<file path="config.mk">
export PLATFORM = sky130hd
export DESIGN_NAME = sfs_frame_sync
export DESIGN_NICKNAME = d
export VERILOG_FILES = /design/src/sfs_pkg.sv /design/src/sfs_frame_sync.sv /design/src/sfs_fifo.sv
export SDC_FILE = /design/constraint.sdc
export NUM_CORES = 1
export LEC_CHECK = 0
export BUFFER_PORTS_ARGS = -buffer_cell sky130_fd_sc_hd__clkbuf_2
export CAP_MARGIN = 5
export CORE_ASPECT_RATIO = 0.75
export CORE_MARGIN = 3
export CORE_UTILIZATION = 27
export CTS_CLUSTER_DIAMETER = 200
export DETAILED_ROUTE_END_ITERATION = 12
export MAX_ROUTING_LAYER = met4
export SYNTH_ARGS = -nofsm -noshare
export SYNTH_HDL_FRONTEND = slang
export SYNTH_SLANG_ARGS = --single-unit
</file>
<file path="constraint.sdc">
create_clock -name clk_in -period 16.7 [get_ports clk_in]
set_input_delay 4.175 -clock clk_in [delete_from_list [all_inputs] [get_ports clk_in]]
set_output_delay 4.175 -clock clk_in [all_outputs]
set_load 0.02 [all_outputs]
</file>
<file path="src/sfs_pkg.sv">
package sfs_pkg;

    // ***********************************
    // super-frame geometry
    // ***********************************
    localparam logic [7:0] SFS_FBIT_POS = 8'h00;
    localparam logic [7:0] SFS_LAST_BIT = 8'hc0;
    localparam logic [2:0] SFS_CH_BIT8 = 3'h0;
    localparam logic [3:0] SFS_FIRST_FRAME = 4'h1;
    localparam logic [3:0] SFS_LAST_FRAME = 4'hc;
    localparam logic [3:0] SFS_SIG_A_FRAME = 4'h6;
    localparam logic [3:0] SFS_SIG_B_FRAME = 4'hc;
    localparam logic [3:0] SFS_ONE_FRAME = 4'h1;
    localparam logic [7:0] SFS_ONE_BIT = 8'h01;

    // ***********************************
    // alignment sequence, frame 1 in bit 11
    // ***********************************
    localparam logic [11:0] SFS_ALIGN_SEQ = 12'h8dc;
    localparam logic [11:0] SFS_T1_MASK = 12'hfff;
    localparam logic [11:0] SFS_J1_MASK = 12'hffe;

    // ***********************************
    // search and loss criteria
    // ***********************************
    localparam logic [4:0] SFS_HUNT_FULL = 5'h0b;
    localparam logic [4:0] SFS_HUNT_LIMIT = 5'h16;
    localparam logic [4:0] SFS_HUNT_ONE = 5'h01;
    localparam logic [3:0] SFS_MIMIC_FULL = 4'hb;
    localparam logic [7:0] SFS_MIMIC_FIRST = 8'h01;
    localparam logic [1:0] SFS_OOF_2OF4 = 2'h0;
    localparam logic [1:0] SFS_OOF_2OF5 = 2'h1;
    localparam logic [1:0] SFS_OOF_2OF6 = 2'h2;
    localparam logic [5:0] SFS_WIN4 = 6'h0f;
    localparam logic [5:0] SFS_WIN5 = 6'h1f;
    localparam logic [5:0] SFS_WIN6 = 6'h3f;
    localparam logic [5:0] SFS_WIN1 = 6'h01;
    localparam logic [2:0] SFS_OOF_ERRS = 3'h2;
    localparam logic [2:0] SFS_ONE_ERR = 3'h1;

    localparam int SFS_FIFO_DEPTH = 4;

    typedef enum logic [1:0] {
        SFS_HUNT,
        SFS_CONFIRM,
        SFS_SYNC
    } sfs_state_e;

    typedef struct packed {
        logic data;
        logic mf_start;
        logic terminal_fbit;
        logic signaling_fbit;
        logic sig_a;
        logic sig_b;
    } sfs_word_s;

    localparam int SFS_WORD_W = $bits(sfs_word_s);

endpackage

</file>
<file path="src/sfs_frame_sync.sv">
`timescale 1ns/1ns
`default_nettype none
// Overview of operation
// - super-frame is 12 frames, each one framing bit plus 24 8-bit channels
// - T1 searches framing bits of 12 frames for sequence 100011011100
// - J1 searches for 10001101110X, twelfth bit carries yellow alarm
// - T1 requires the frame 12 framing bit to be zero
// - the sequence found off the framing bit positions is a mimic
// - mimic check on: two clean sequences and no mimic give sync
// - mimic check off: two clean sequences give sync, mimics ignored
// - mimic seen flag sets on a mimic at the one probed bit slot per search pass
// - out of frame status is zero in sync, one otherwise
// - multiframe start marks the first bit of every super-frame while in sync
// - bit 8 of channels is signaling A in frame 6, B in 12
// - bypass passes received data with no frame processing
// - once aligned, keep checking framing bits and report errors
// - out of frame events follow software selected loss criteria
// - digital multiplexer and SLC-96 formats never offered for J1
module sfs_frame_sync
    import sfs_pkg::*;
(
    input wire logic clk_in,
    input wire logic srst_in,
    input wire logic rx_bit_in,
    input wire logic rx_valid_in,
    output logic rx_ready_out,
    input wire logic j1_mode_in,
    input wire logic mimic_check_select_in,
    input wire logic framer_bypass_in,
    input wire logic [1:0] oof_criteria_in,
    input wire logic mimic_clear_in,
    output logic out_valid_out,
    input wire logic out_ready_in,
    output sfs_word_s out_word_out,
    output logic out_of_frame_status_out,
    output logic mimic_seen_flag_out,
    output logic framing_error_out,
    output logic oof_event_out
);

    // ***********************************
    // state
    // ***********************************
    typedef struct packed {
        sfs_state_e st;
        logic [7:0] bit_cnt;
        logic [3:0] frame;
        logic [11:0] fsr;
        logic [4:0] hcnt;
        logic [11:0] msr;
        logic [3:0] mcnt;
        logic [7:0] mpos;
        logic mimic_hit;
        logic [5:0] errs;
        logic mimic_flag;
        logic oof;
        logic ferr;
        logic oof_ev;
    } sfs_core_s;

    sfs_core_s r_ff;
    sfs_core_s nxt_r;
    sfs_word_s word;
    logic take;
    logic fifo_in_ready;
    logic is_f;
    logic slip;
    logic mimic_now;
    logic bad;
    logic [3:0] nf;
    logic [3:0] cur_frame;
    logic [11:0] new_fsr;
    logic [11:0] new_msr;
    logic [5:0] new_errs;
    logic [5:0] win;

    // ***********************************
    // helpers
    // ***********************************
    function automatic logic fas_match(input logic [11:0] seq,
                                       input logic j1);
        logic [11:0] mask;
        mask = j1 ? SFS_J1_MASK : SFS_T1_MASK;
        return ((seq ^ SFS_ALIGN_SEQ) & mask) == 12'h000;
    endfunction

    function automatic logic fbit_ok(input logic b,
                                     input logic [3:0] frame,
                                     input logic j1);
        logic [3:0] idx;
        idx = SFS_LAST_FRAME - frame;
        // yellow alarm position is free in J1 only
        if (j1 && frame == SFS_LAST_FRAME) begin
            return 1'b1;
        end
        return b == SFS_ALIGN_SEQ[idx];
    endfunction

    function automatic logic [2:0] ones6(input logic [5:0] v);
        logic [2:0] c;
        c = 3'h0;
        for (int i = 0; i < 6; i++) begin
            c = c + {2'h0, v[i]};
        end
        return c;
    endfunction

    function automatic logic [3:0] next_frame(input logic [3:0] f);
        return (f == SFS_LAST_FRAME) ? SFS_FIRST_FRAME : f + SFS_ONE_FRAME;
    endfunction

    // ***********************************
    // loss window select
    // ***********************************
    always_comb begin
        unique case (oof_criteria_in)
            SFS_OOF_2OF4: win = SFS_WIN4;
            SFS_OOF_2OF5: win = SFS_WIN5;
            SFS_OOF_2OF6: win = SFS_WIN6;
            default: win = SFS_WIN1;
        endcase
    end

    // ***********************************
    // search, confirm and monitor
    // ***********************************
    // only the super-frame search lives here, whichever mode j1_mode_in
    // picks; the multiplexer and SLC-96 searches have no J1 form
    always_comb begin
        nxt_r = r_ff;
        nxt_r.ferr = 1'b0;
        nxt_r.oof_ev = 1'b0;
        word = '0;
        slip = 1'b0;
        mimic_now = 1'b0;
        bad = 1'b0;
        take = rx_valid_in && fifo_in_ready;
        is_f = r_ff.bit_cnt == SFS_FBIT_POS;
        nf = next_frame(r_ff.frame);
        cur_frame = is_f ? nf : r_ff.frame;
        new_fsr = {r_ff.fsr[10:0], rx_bit_in};
        new_msr = {r_ff.msr[10:0], rx_bit_in};
        new_errs = r_ff.errs;
        word.data = rx_bit_in;
        if (take && !framer_bypass_in) begin
            // one probe slot per search pass keeps this free of a
            // 193-deep history; a mimic elsewhere may go unseen
            if (r_ff.st != SFS_SYNC && !is_f &&
                r_ff.bit_cnt == r_ff.mpos) begin
                nxt_r.msr = new_msr;
                if (r_ff.mcnt != SFS_MIMIC_FULL) begin
                    nxt_r.mcnt = r_ff.mcnt + 4'h1;
                end else begin
                    mimic_now = fas_match(new_msr, j1_mode_in);
                end
            end
            if (mimic_now) begin
                nxt_r.mimic_hit = 1'b1;
            end
            if (is_f) begin
                unique case (r_ff.st)
                    SFS_HUNT: begin
                        nxt_r.fsr = new_fsr;
                        nxt_r.hcnt = r_ff.hcnt + SFS_HUNT_ONE;
                        if (r_ff.hcnt >= SFS_HUNT_FULL &&
                            fas_match(new_fsr, j1_mode_in)) begin
                            nxt_r.st = SFS_CONFIRM;
                            nxt_r.frame = SFS_LAST_FRAME;
                            nxt_r.mimic_hit = mimic_now;
                        end else if (r_ff.hcnt >= SFS_HUNT_LIMIT) begin
                            slip = 1'b1;
                        end
                    end
                    SFS_CONFIRM: begin
                        nxt_r.frame = nf;
                        if (!fbit_ok(rx_bit_in, nf, j1_mode_in)) begin
                            slip = 1'b1;
                            nxt_r.st = SFS_HUNT;
                        end else if (nf == SFS_LAST_FRAME) begin
                            if (mimic_check_select_in &&
                                (r_ff.mimic_hit || mimic_now)) begin
                                slip = 1'b1;
                                nxt_r.st = SFS_HUNT;
                            end else begin
                                nxt_r.st = SFS_SYNC;
                                nxt_r.errs = '0;
                            end
                        end
                    end
                    SFS_SYNC: begin
                        nxt_r.frame = nf;
                        bad = !fbit_ok(rx_bit_in, nf, j1_mode_in);
                        nxt_r.ferr = bad;
                        new_errs = {r_ff.errs[4:0], bad};
                        nxt_r.errs = new_errs;
                        if (ones6(new_errs & win) >= ((win == SFS_WIN1) ?
                            SFS_ONE_ERR : SFS_OOF_ERRS)) begin
                            nxt_r.oof_ev = 1'b1;
                            nxt_r.st = SFS_HUNT;
                            slip = 1'b1;
                        end
                    end
                    default: begin
                        nxt_r.st = SFS_HUNT;
                        slip = 1'b1;
                    end
                endcase
            end
            if (r_ff.st == SFS_SYNC && !nxt_r.oof_ev) begin
                word.mf_start = is_f && nf == SFS_FIRST_FRAME;
                word.terminal_fbit = is_f && nf[0];
                word.signaling_fbit = is_f && !nf[0];
                word.sig_a = !is_f &&
                    r_ff.bit_cnt[2:0] == SFS_CH_BIT8 &&
                    cur_frame == SFS_SIG_A_FRAME;
                word.sig_b = !is_f &&
                    r_ff.bit_cnt[2:0] == SFS_CH_BIT8 &&
                    cur_frame == SFS_SIG_B_FRAME;
            end
            // holding the counter at the framing slot moves the
            // candidate one bit later; this is how a search restarts
            if (slip) begin
                nxt_r.bit_cnt = SFS_FBIT_POS;
                nxt_r.hcnt = '0;
                nxt_r.fsr = '0;
                nxt_r.msr = '0;
                nxt_r.mcnt = '0;
                nxt_r.mimic_hit = 1'b0;
                nxt_r.mpos = (r_ff.mpos == SFS_LAST_BIT) ?
                    SFS_MIMIC_FIRST : r_ff.mpos + SFS_ONE_BIT;
            end else if (r_ff.bit_cnt == SFS_LAST_BIT) begin
                nxt_r.bit_cnt = SFS_FBIT_POS;
            end else begin
                nxt_r.bit_cnt = r_ff.bit_cnt + SFS_ONE_BIT;
            end
        end
        // a mimic in the clearing cycle keeps the flag set
        if (mimic_now) begin
            nxt_r.mimic_flag = 1'b1;
        end else if (mimic_clear_in) begin
            nxt_r.mimic_flag = 1'b0;
        end
        nxt_r.oof = nxt_r.st != SFS_SYNC;
    end

    always_ff @(posedge clk_in) begin
        if (srst_in) begin
            r_ff <= '{st: SFS_HUNT, bit_cnt: SFS_FBIT_POS,
                      frame: SFS_LAST_FRAME, fsr: 12'h000, hcnt: 5'h00,
                      msr: 12'h000, mcnt: 4'h0, mpos: SFS_MIMIC_FIRST,
                      mimic_hit: 1'b0, errs: 6'h00, mimic_flag: 1'b0,
                      oof: 1'b1, ferr: 1'b0, oof_ev: 1'b0};
        end else begin
            r_ff <= nxt_r;
        end
    end

    // ***********************************
    // output buffer
    // ***********************************
    // a full buffer stalls the line side through rx_ready_out
    sfs_fifo #(
        .W(SFS_WORD_W),
        .DEPTH(SFS_FIFO_DEPTH)
    ) u_fifo (
        .clk_in(clk_in),
        .srst_in(srst_in),
        .in_valid_in(rx_valid_in),
        .in_ready_out(fifo_in_ready),
        .in_data_in(word),
        .out_valid_out(out_valid_out),
        .out_ready_in(out_ready_in),
        .out_data_out(out_word_out)
    );

    assign rx_ready_out = fifo_in_ready;
    assign out_of_frame_status_out = r_ff.oof;
    assign mimic_seen_flag_out = r_ff.mimic_flag;
    assign framing_error_out = r_ff.ferr;
    assign oof_event_out = r_ff.oof_ev;

endmodule
`default_nettype wire

</file>
<file path="src/sfs_fifo.sv">
`timescale 1ns/1ns
`default_nettype none
module sfs_fifo #(
    parameter int W = 8,
    parameter int DEPTH = 4
) (
    input wire logic clk_in,
    input wire logic srst_in,
    input wire logic in_valid_in,
    output logic in_ready_out,
    input wire logic [W-1:0] in_data_in,
    output logic out_valid_out,
    input wire logic out_ready_in,
    output logic [W-1:0] out_data_out
);

    localparam int AW = $clog2(DEPTH);
    localparam logic [AW:0] PTR_ONE = {{AW{1'b0}}, 1'b1};

    typedef struct packed {
        logic [DEPTH-1:0][W-1:0] mem;
        logic [AW:0] wp;
        logic [AW:0] rp;
    } sfs_fifo_s;

    sfs_fifo_s r_ff;
    sfs_fifo_s nxt_r;
    logic full;
    logic empty;

    // extra pointer bit tells full from empty
    assign empty = r_ff.wp == r_ff.rp;
    assign full = (r_ff.wp[AW-1:0] == r_ff.rp[AW-1:0]) &&
                  (r_ff.wp[AW] != r_ff.rp[AW]);
    assign in_ready_out = !full;
    assign out_valid_out = !empty;
    assign out_data_out = r_ff.mem[r_ff.rp[AW-1:0]];

    always_comb begin
        nxt_r = r_ff;
        if (in_valid_in && !full) begin
            nxt_r.mem[r_ff.wp[AW-1:0]] = in_data_in;
            nxt_r.wp = r_ff.wp + PTR_ONE;
        end
        if (out_ready_in && !empty) begin
            nxt_r.rp = r_ff.rp + PTR_ONE;
        end
    end

    always_ff @(posedge clk_in) begin
        if (srst_in) begin
            r_ff <= '0;
        end else begin
            r_ff <= nxt_r;
        end
    end

endmodule
`default_nettype wire

</file>
# Word-level counts from Yosys, hierarchy flattened

Memories as Yosys holds them, arrays and structs flattened.
Index checks and enable logic that the tools add are counted.

Register bits after elaboration: 96
Latch bits: 0
RAM bits: 0
ROM bits: 16
Input port bits: 11
Output and inout bits: 12
Logic and storage cells: 190
Memories: 1

Memories:

| name             | words | width | rd ports | clocked after Yosys merged registers in | write ports | line                 | text |
|---|---|---|---|---|---|---|---|
| (name not given) | 16    | 1     | 1        | 0                                       | 0           | sfs_frame_sync.sv:96 | `return b == SFS_ALIGN_SEQ[idx];` |

$add $sub $neg: 13
Multipliers: 0
Divide/modulo/power cells: 0
Magnitude comparators: 7
Equal/unequal tests: 24
Shift operators: 0
Multiplexer cells: 73
Bitwise gates (word level): 6
Reductions and logical operators: 46

Operators with widths:

| kind                                                          | count |
|---|---|
| 62-bit 2-to-1 mux                                             | 1 |
| 42-bit 2-to-1 mux                                             | 1 |
| 1-bit 2-to-1 mux                                              | 35 |
| 6-bit 2-to-1 mux                                              | 5 |
| 12-bit AND                                                    | 2 |
| 24-bit bitwise mux                                            | 1 |
| 12-bit logical NOT                                            | 2 |
| 8-bit 2-to-1 mux                                              | 3 |
| 21-bit 2-to-1 mux                                             | 1 |
| 2-bit 2-to-1 mux                                              | 10 |
| 6-bit one-hot mux with 3 select lines                         | 1 |
| 1-bit logical AND                                             | 17 |
| 17-bit 2-to-1 mux                                             | 1 |
| 8-bit by 1-bit adder with 8-bit output, second input constant | 2 |
| 8-bit == test, second input constant                          | 2 |
| 16-bit 2-to-1 mux                                             | 1 |
| 4-bit 2-to-1 mux                                              | 4 |
| 2-bit nonzero test                                            | 7 |
| 6-bit binary-select mux with 2-bit select                     | 1 |
| 6-bit demux with 2-bit select                                 | 1 |
| 4-bit == test, second input constant                          | 3 |
| 2-bit != test, second input constant                          | 6 |
| 6-bit inverter                                                | 2 |
| 6-bit one-hot mux with 2 select lines                         | 1 |
| 41 further kinds                                              | 59 |

# Logic depth before layout (Yosys ltp)

Depth in word-level cells: 29
Mapped depth: 26

# Modules after synthesis

From an unflattened synthesis, not the netlist that was laid out.

Cells, all modules: 588
Area, all modules: 5346.4 um^2

Modules (own cells, without submodules):

| module         | instances | cells an instance | area an instance (um^2) | seq. area each (um^2) |
|---|---|---|---|---|
| sfs_frame_sync | 1         | 448               | 3724.8                  | 1261.2 |
| sfs_fifo       | 1         | 140               | 1621.6                  | 600.6 |

# Worst setup path after synthesis

OpenSTA, ideal clock, no wires.

Kind: input -> register
Start point: input port rx_bit_in
End point: register r_ff[38] (netlist bit)
Arrival: 8917 ps
Data required time: 16628 ps
Setup slack: 7712 ps
Stages: 20
Buffers on the path: 2
Path through: buf_4 -> inv_1 -> a21o_1 -> nor2_1 -> a21oi_1 -> mux2i_2 -> inv_1 -> fa_1 -> inv_1 -> fa_1 -> ha_1 -> fa_1 -> ha_1 -> a211oi_1 -> and2b_2 -> a311o_1 -> buf_6 -> o31a_1 -> or3_1 -> mux2i_1

Longest elaborated chain between the ends: 19

Ends and longest elaborated chain:

| item                                                 | line                  | text |
|---|---|---|
| start: declaration                                   | sfs_frame_sync.sv:24  | `input wire logic rx_bit_in,` |
| 1-bit == test                                        | sfs_frame_sync.sv:96  |  |
| 1-bit 2-to-1 mux                                     | sfs_frame_sync.sv:96  |  |
| 1-bit 2-to-1 mux                                     | sfs_frame_sync.sv:161 | `unique case (r_ff.st)` |
| 1-bit 2-to-1 mux                                     | sfs_frame_sync.sv:160 | `if (is_f) begin` |
| 1-bit 2-to-1 mux                                     | sfs_frame_sync.sv:145 | `if (take && !framer_bypass_in) begin` |
| 1-bit logical NOT                                    | sfs_frame_sync.sv:192 | `bad = !fbit_ok(rx_bit_in, nf, j1_mode_in);` |
| 6-bit AND                                            | sfs_frame_sync.sv:196 | `if (ones6(new_errs & win) >= ((win == SFS_WIN1) ?` |
| 1-bit by 1-bit adder with 2-bit output               | sfs_frame_sync.sv:103 | `c = c + {2'h0, v[i]};` |
| 2-bit by 1-bit adder with 3-bit output               | sfs_frame_sync.sv:103 |  |
| 3-bit by 1-bit adder with 3-bit output (3 in series) | sfs_frame_sync.sv:103 |  |
| 3-bit by 2-bit >= comparator with 1-bit output       | sfs_frame_sync.sv:196 |  |
| 1-bit 2-to-1 mux                                     | sfs_frame_sync.sv:196 |  |
| 1-bit one-hot mux with 3 select lines *              | sfs_frame_sync.sv:161 |  |
| 1-bit 2-to-1 mux *                                   | sfs_frame_sync.sv:160 |  |
| 1-bit 2-to-1 mux *                                   | sfs_frame_sync.sv:145 |  |
| 2-bit nonzero test (no line)                         | n/a                   |  |
| 3-bit AND reduction (no line)                        | n/a                   |  |
| end signal: assignment                               | sfs_frame_sync.sv:248 | `r_ff <= '{st: SFS_HUNT, bit_cnt: SFS_FBIT_POS,` |
| end signal: assignment                               | sfs_frame_sync.sv:254 | `r_ff <= nxt_r;` |
| end: declaration                                     | sfs_frame_sync.sv:61  | `sfs_core_s r_ff;` |

Mark *: on every way between the ends. The rest lies on a longest branch, timed or not. The select of a mux whose other input is x is not followed.
A chain may end at the register's enable or synchronous reset.

# Final worst setup path

Start point: input port rx_bit_in
End point: register r_ff[18] (netlist bit)

Longest elaborated chain between the ends: 18

Ends and longest elaborated chain:

| item                                                 | line |
|---|---|
| 1-bit == test                                        | sfs_frame_sync.sv:96 |
| 1-bit 2-to-1 mux                                     | sfs_frame_sync.sv:96 |
| 1-bit 2-to-1 mux                                     | sfs_frame_sync.sv:161 |
| 1-bit 2-to-1 mux                                     | sfs_frame_sync.sv:160 |
| 1-bit 2-to-1 mux                                     | sfs_frame_sync.sv:145 |
| 1-bit logical NOT                                    | sfs_frame_sync.sv:192 |
| 6-bit AND                                            | sfs_frame_sync.sv:196 |
| 1-bit by 1-bit adder with 2-bit output               | sfs_frame_sync.sv:103 |
| 2-bit by 1-bit adder with 3-bit output               | sfs_frame_sync.sv:103 |
| 3-bit by 1-bit adder with 3-bit output (3 in series) | sfs_frame_sync.sv:103 |
| 3-bit by 2-bit >= comparator with 1-bit output       | sfs_frame_sync.sv:196 |
| 1-bit 2-to-1 mux                                     | sfs_frame_sync.sv:196 |
| 1-bit one-hot mux with 3 select lines *              | sfs_frame_sync.sv:161 |
| 1-bit 2-to-1 mux *                                   | sfs_frame_sync.sv:160 |
| 1-bit 2-to-1 mux *                                   | sfs_frame_sync.sv:145 |
| 2-bit AND reduction (no line) *                      | n/a |

Marks and branches as above.

==> qor.yml <==
synth:
  synth_cell_types: 63
  netlist_area_um2: 5090
  syn_area_per_cell_um2: 8.34
  syn_nets: 648
  async_flop_share: 0
  netlist_instances: 610
  synth_edf_count: 0
  dominantRegCellSynth: "dfxtp_1"
  ys.warnings.count: 0
  ys_seq_elements: 93
  seq_area_frac_synth: 0.366
layout:
  final_nets: 646
  drive_above_1_share: 0.0995
  final_cells: 855
  syn2layout_area_growth_pct: 11.2
  diodes: 0
detailed_routing:
  wirelength_mm: 11.7
  viasPerCell: 5.01
  drt_iter0_drc: 258
  ant_nets: 0
  drc: 0
  via_count: 4285
  wl_per_cell_um: 13.7
  firstDrtPassIters: 5
global_route:
  grt_pass1_wl_mm: 19.7
  grt_use_total: 0.119
  antenna_found_initial: 0
  grt-ovfl-total: 0
  grt_max_degree: 71
  grt_pass1_vias: 3865
power_and_ir_drop:
  peakVddDrop_v: 0.0000392
  p_per_area_nw_per_um2: 84.3
  power.total_uw: 477
  p_leak_uw: 0.00214
clocking:
  clk_latency_ns: 0.35
  cts_setup_buffers: 0
  cts_resized: 0
  postCtsHoldBufs: 0
  tritoncts: "yes"
  cts-root-buf: "clkbuf_16"
  cts_num_sinks: 93
  cts-buffers-inserted: 9
  cts_buffer_depth: 2
  cts.clk_slew.worst_paths_ns: 0.07
  cts_htree_levels: 3
sta:
  period_needed_ns: 9.43
  maxSlewViolCount: 0
  tns_ns: 0
  hold_violations: 0
  slew_headroom: 0.301
  max_freq_mhz: 106
  rsz0062_at_grt: "no"
  fin_skew_ns: 0.0116
  worstMarginPinSlew_ns: 1.04
  fin_crit_sh: 0.564
  fin_ws_ns: 7.27
  setup_viol_count_final: 0
worst_setup_path:
  cp_slowest_cell: "fa_1"
  start_kind: "input pin"
  r2r_setup_slack_ns: 10.01
  crit_path_end_kind: "flop"
  crit_required_ns: 16.93
  r2r_end: "r_ff[18]$_SDFFE_PP0P_"
  slowest_delay_ns: 0.59
  critPathTopFamily: "adder cells"
  worstSetupPathType: "in -> reg"
  rr_startpoint: "r_ff[52]$_SDFFE_PP0P_"
  worstPathMaxFanout: 24
  crit_arrival_ns: 9.66
  crit_buf_inv: 5
  ff2ff_path_depth: 21
  worstPathCellList: "clkbuf_2 -> inv_1 -> a21o_1 -> nor2_1 -> a21oi_1 -> mux2i_2 -> inv_1 -> fa_1 -> inv_1 -> fa_1 -> ha_1 -> fa_1 -> ha_1 -> a211oi_1 -> and2b_2 -> a311o_1 -> o31ai_2 -> buf_4 -> o21ai_0 -> o311a_1"
min_path:
  hold_end: "u_fifo.r_ff[12]$_SDFFE_PP0P_"
  min_from: "u_fifo.r_ff[12]$_SDFFE_PP0P_"
  hold_depth: 2
  hold_class: "reg -> reg"
place:
  placed_cells: 839
  hpwlAfterDp_mm: 8.23
  port_buffers: 22
  gp_congestion: 0.810
  dpl_worst_slack_ns: 6.91
run:
  max-cap-violations: 0
floorplanning:
  die_h_um: 125
  core_area_um2: 18100
  ioPinCount: 23
  start_util: 0.281
  fp.dieW_um: 164
  dieArea_um2: 20500
  rows: 42
status:
  status: "complete, no violations"
synth_stat cells (8+ instances only):
| master | instances | area share |
|---|---|---|
| dfxtp_1 | 93 | 0.37 |
| nand2_1 | 71 | 0.052 |
| nand3_1 | 68 | 0.067 |
| a21oi_1 | 58 | 0.057 |
| nor2_1 | 40 | 0.030 |
| clkbuf_1 | 24 | 0.018 |
| ha_1 | 24 | 0.059 |
| inv_1 | 24 | 0.018 |
| nor3_1 | 17 | 0.017 |
| o21ai_0 | 16 | 0.016 |
| xor2_1 | 16 | 0.028 |
| buf_2 | 9 | 0.0089 |
| mux2i_1 | 9 | 0.018 |
| xnor2_1 | 9 | 0.015 |
| nand2b_1 | 8 | 0.0098 |
| nand4_1 | 8 | 0.0098 |
| nor2b_1 | 8 | 0.0098 |
| or3_1 | 8 | 0.0098 |
tightest hold or removal path, stage by stage (launching register included):
cell	delay, ns
dfxtp_1	0.31
nand2_1	0.05
a21oi_1	0.05
per-layer routing:
layer,track usage,vias up,wire length [um]
li1,-,2168,-
met3,0.0299,13,628
met5,-,-,0
met2,0.162,101,4720
met1,0.178,2003,6290
met4,0.0222,0,93
layout make-up:
class | instances | area (um2)
tap | 242 | 303
timing repair buffer | 27 | 148
fill | 1935 | 12400
multi-input combinational | 453 | 2950
clock buffer | 10 | 239
clock inverter | 6 | 66.3
inverter | 24 | 90.1
sequential | 93 | 1860
cells by family after synthesis:
logic type | Yosys count | share of synthesized area
xor+xnor | 25 | 0.0431
fa+ha+maj | 27 | 0.0708
compound gates | 117 | 0.149
buf+inv | 64 | 0.0558
flops | 93 | 0.366
mux | 16 | 0.0470
simple gates | 268 | 0.268
through the flow:
stage	hold WS, ns	cell area, um2	utilization
after global routing	0.473	5660	0.313
after global placement	0.443	5350	0.296
after CTS	0.453	5660	0.313
after detailed placement	0.442	5350	0.296
after floorplan	0.424	5090	-
final	0.454	5660	0.313
where the power goes:
group | switching [uW] | total, uW | leakage [uW] | internal [uW]
Combinational | 24.1 | 38.0 | 0.00124 | 13.8
Clock | 98.2 | 208 | 0.000147 | 110
Sequential | 6.69 | 231 | 0.000750 | 224
Total | 129 | 477 | 0.00214 | 348
sequential cells by signal, summed over array words and instances (netlist names):
register                 cells
framing_error_out            1
mimic_seen_flag_out          1
new_fsr                     11
new_msr                     11
oof_event_out                1
out_of_frame_status_out      1
r_ff                        37
u_fifo.r_ff                 30
worst max-delay path by stage:
stage	startpoint	cells past startpoint	endpoint
after floorplan	rx_bit_in	20	r_ff[38]$_SDFFE_PP0P_
after global placement	rx_bit_in	19	r_ff[38]$_SDFFE_PP0P_
after detailed placement	rx_bit_in	19	r_ff[38]$_SDFFE_PP0P_
after CTS	rx_bit_in	20	r_ff[18]$_SDFFE_PP0P_
after global routing	rx_bit_in	20	r_ff[18]$_SDFFE_PP0P_
final	rx_bit_in	20	r_ff[18]$_SDFFE_PP0P_
placed cells by master (no fill, tap or decap), types with 3 or more instances in the layout:
master,n
xor2_1,16
nand3b_1,4
buf_4,5
mux2i_1,9
o31a_1,5
and2_1,5
nor2_1,40
o21a_1,5
o2111ai_1,3
clkbuf_16,9
a211oi_1,4
dfxtp_1,93
xnor2_1,9
o21ai_0,16
inv_1,24
and3_1,6
o211ai_1,4
nand4b_1,6
mux4_2,6
or3_1,8
a21oi_1,58
inv_8,3
o31ai_1,4
nor3_1,17
nand2b_1,8
nor2b_1,8
fa_1,3
nand3_1,68
nor4_1,5
ha_1,24
nand2_1,71
clkbuf_2,22
nand4_1,8
Power figures use the tool's default switching activity.
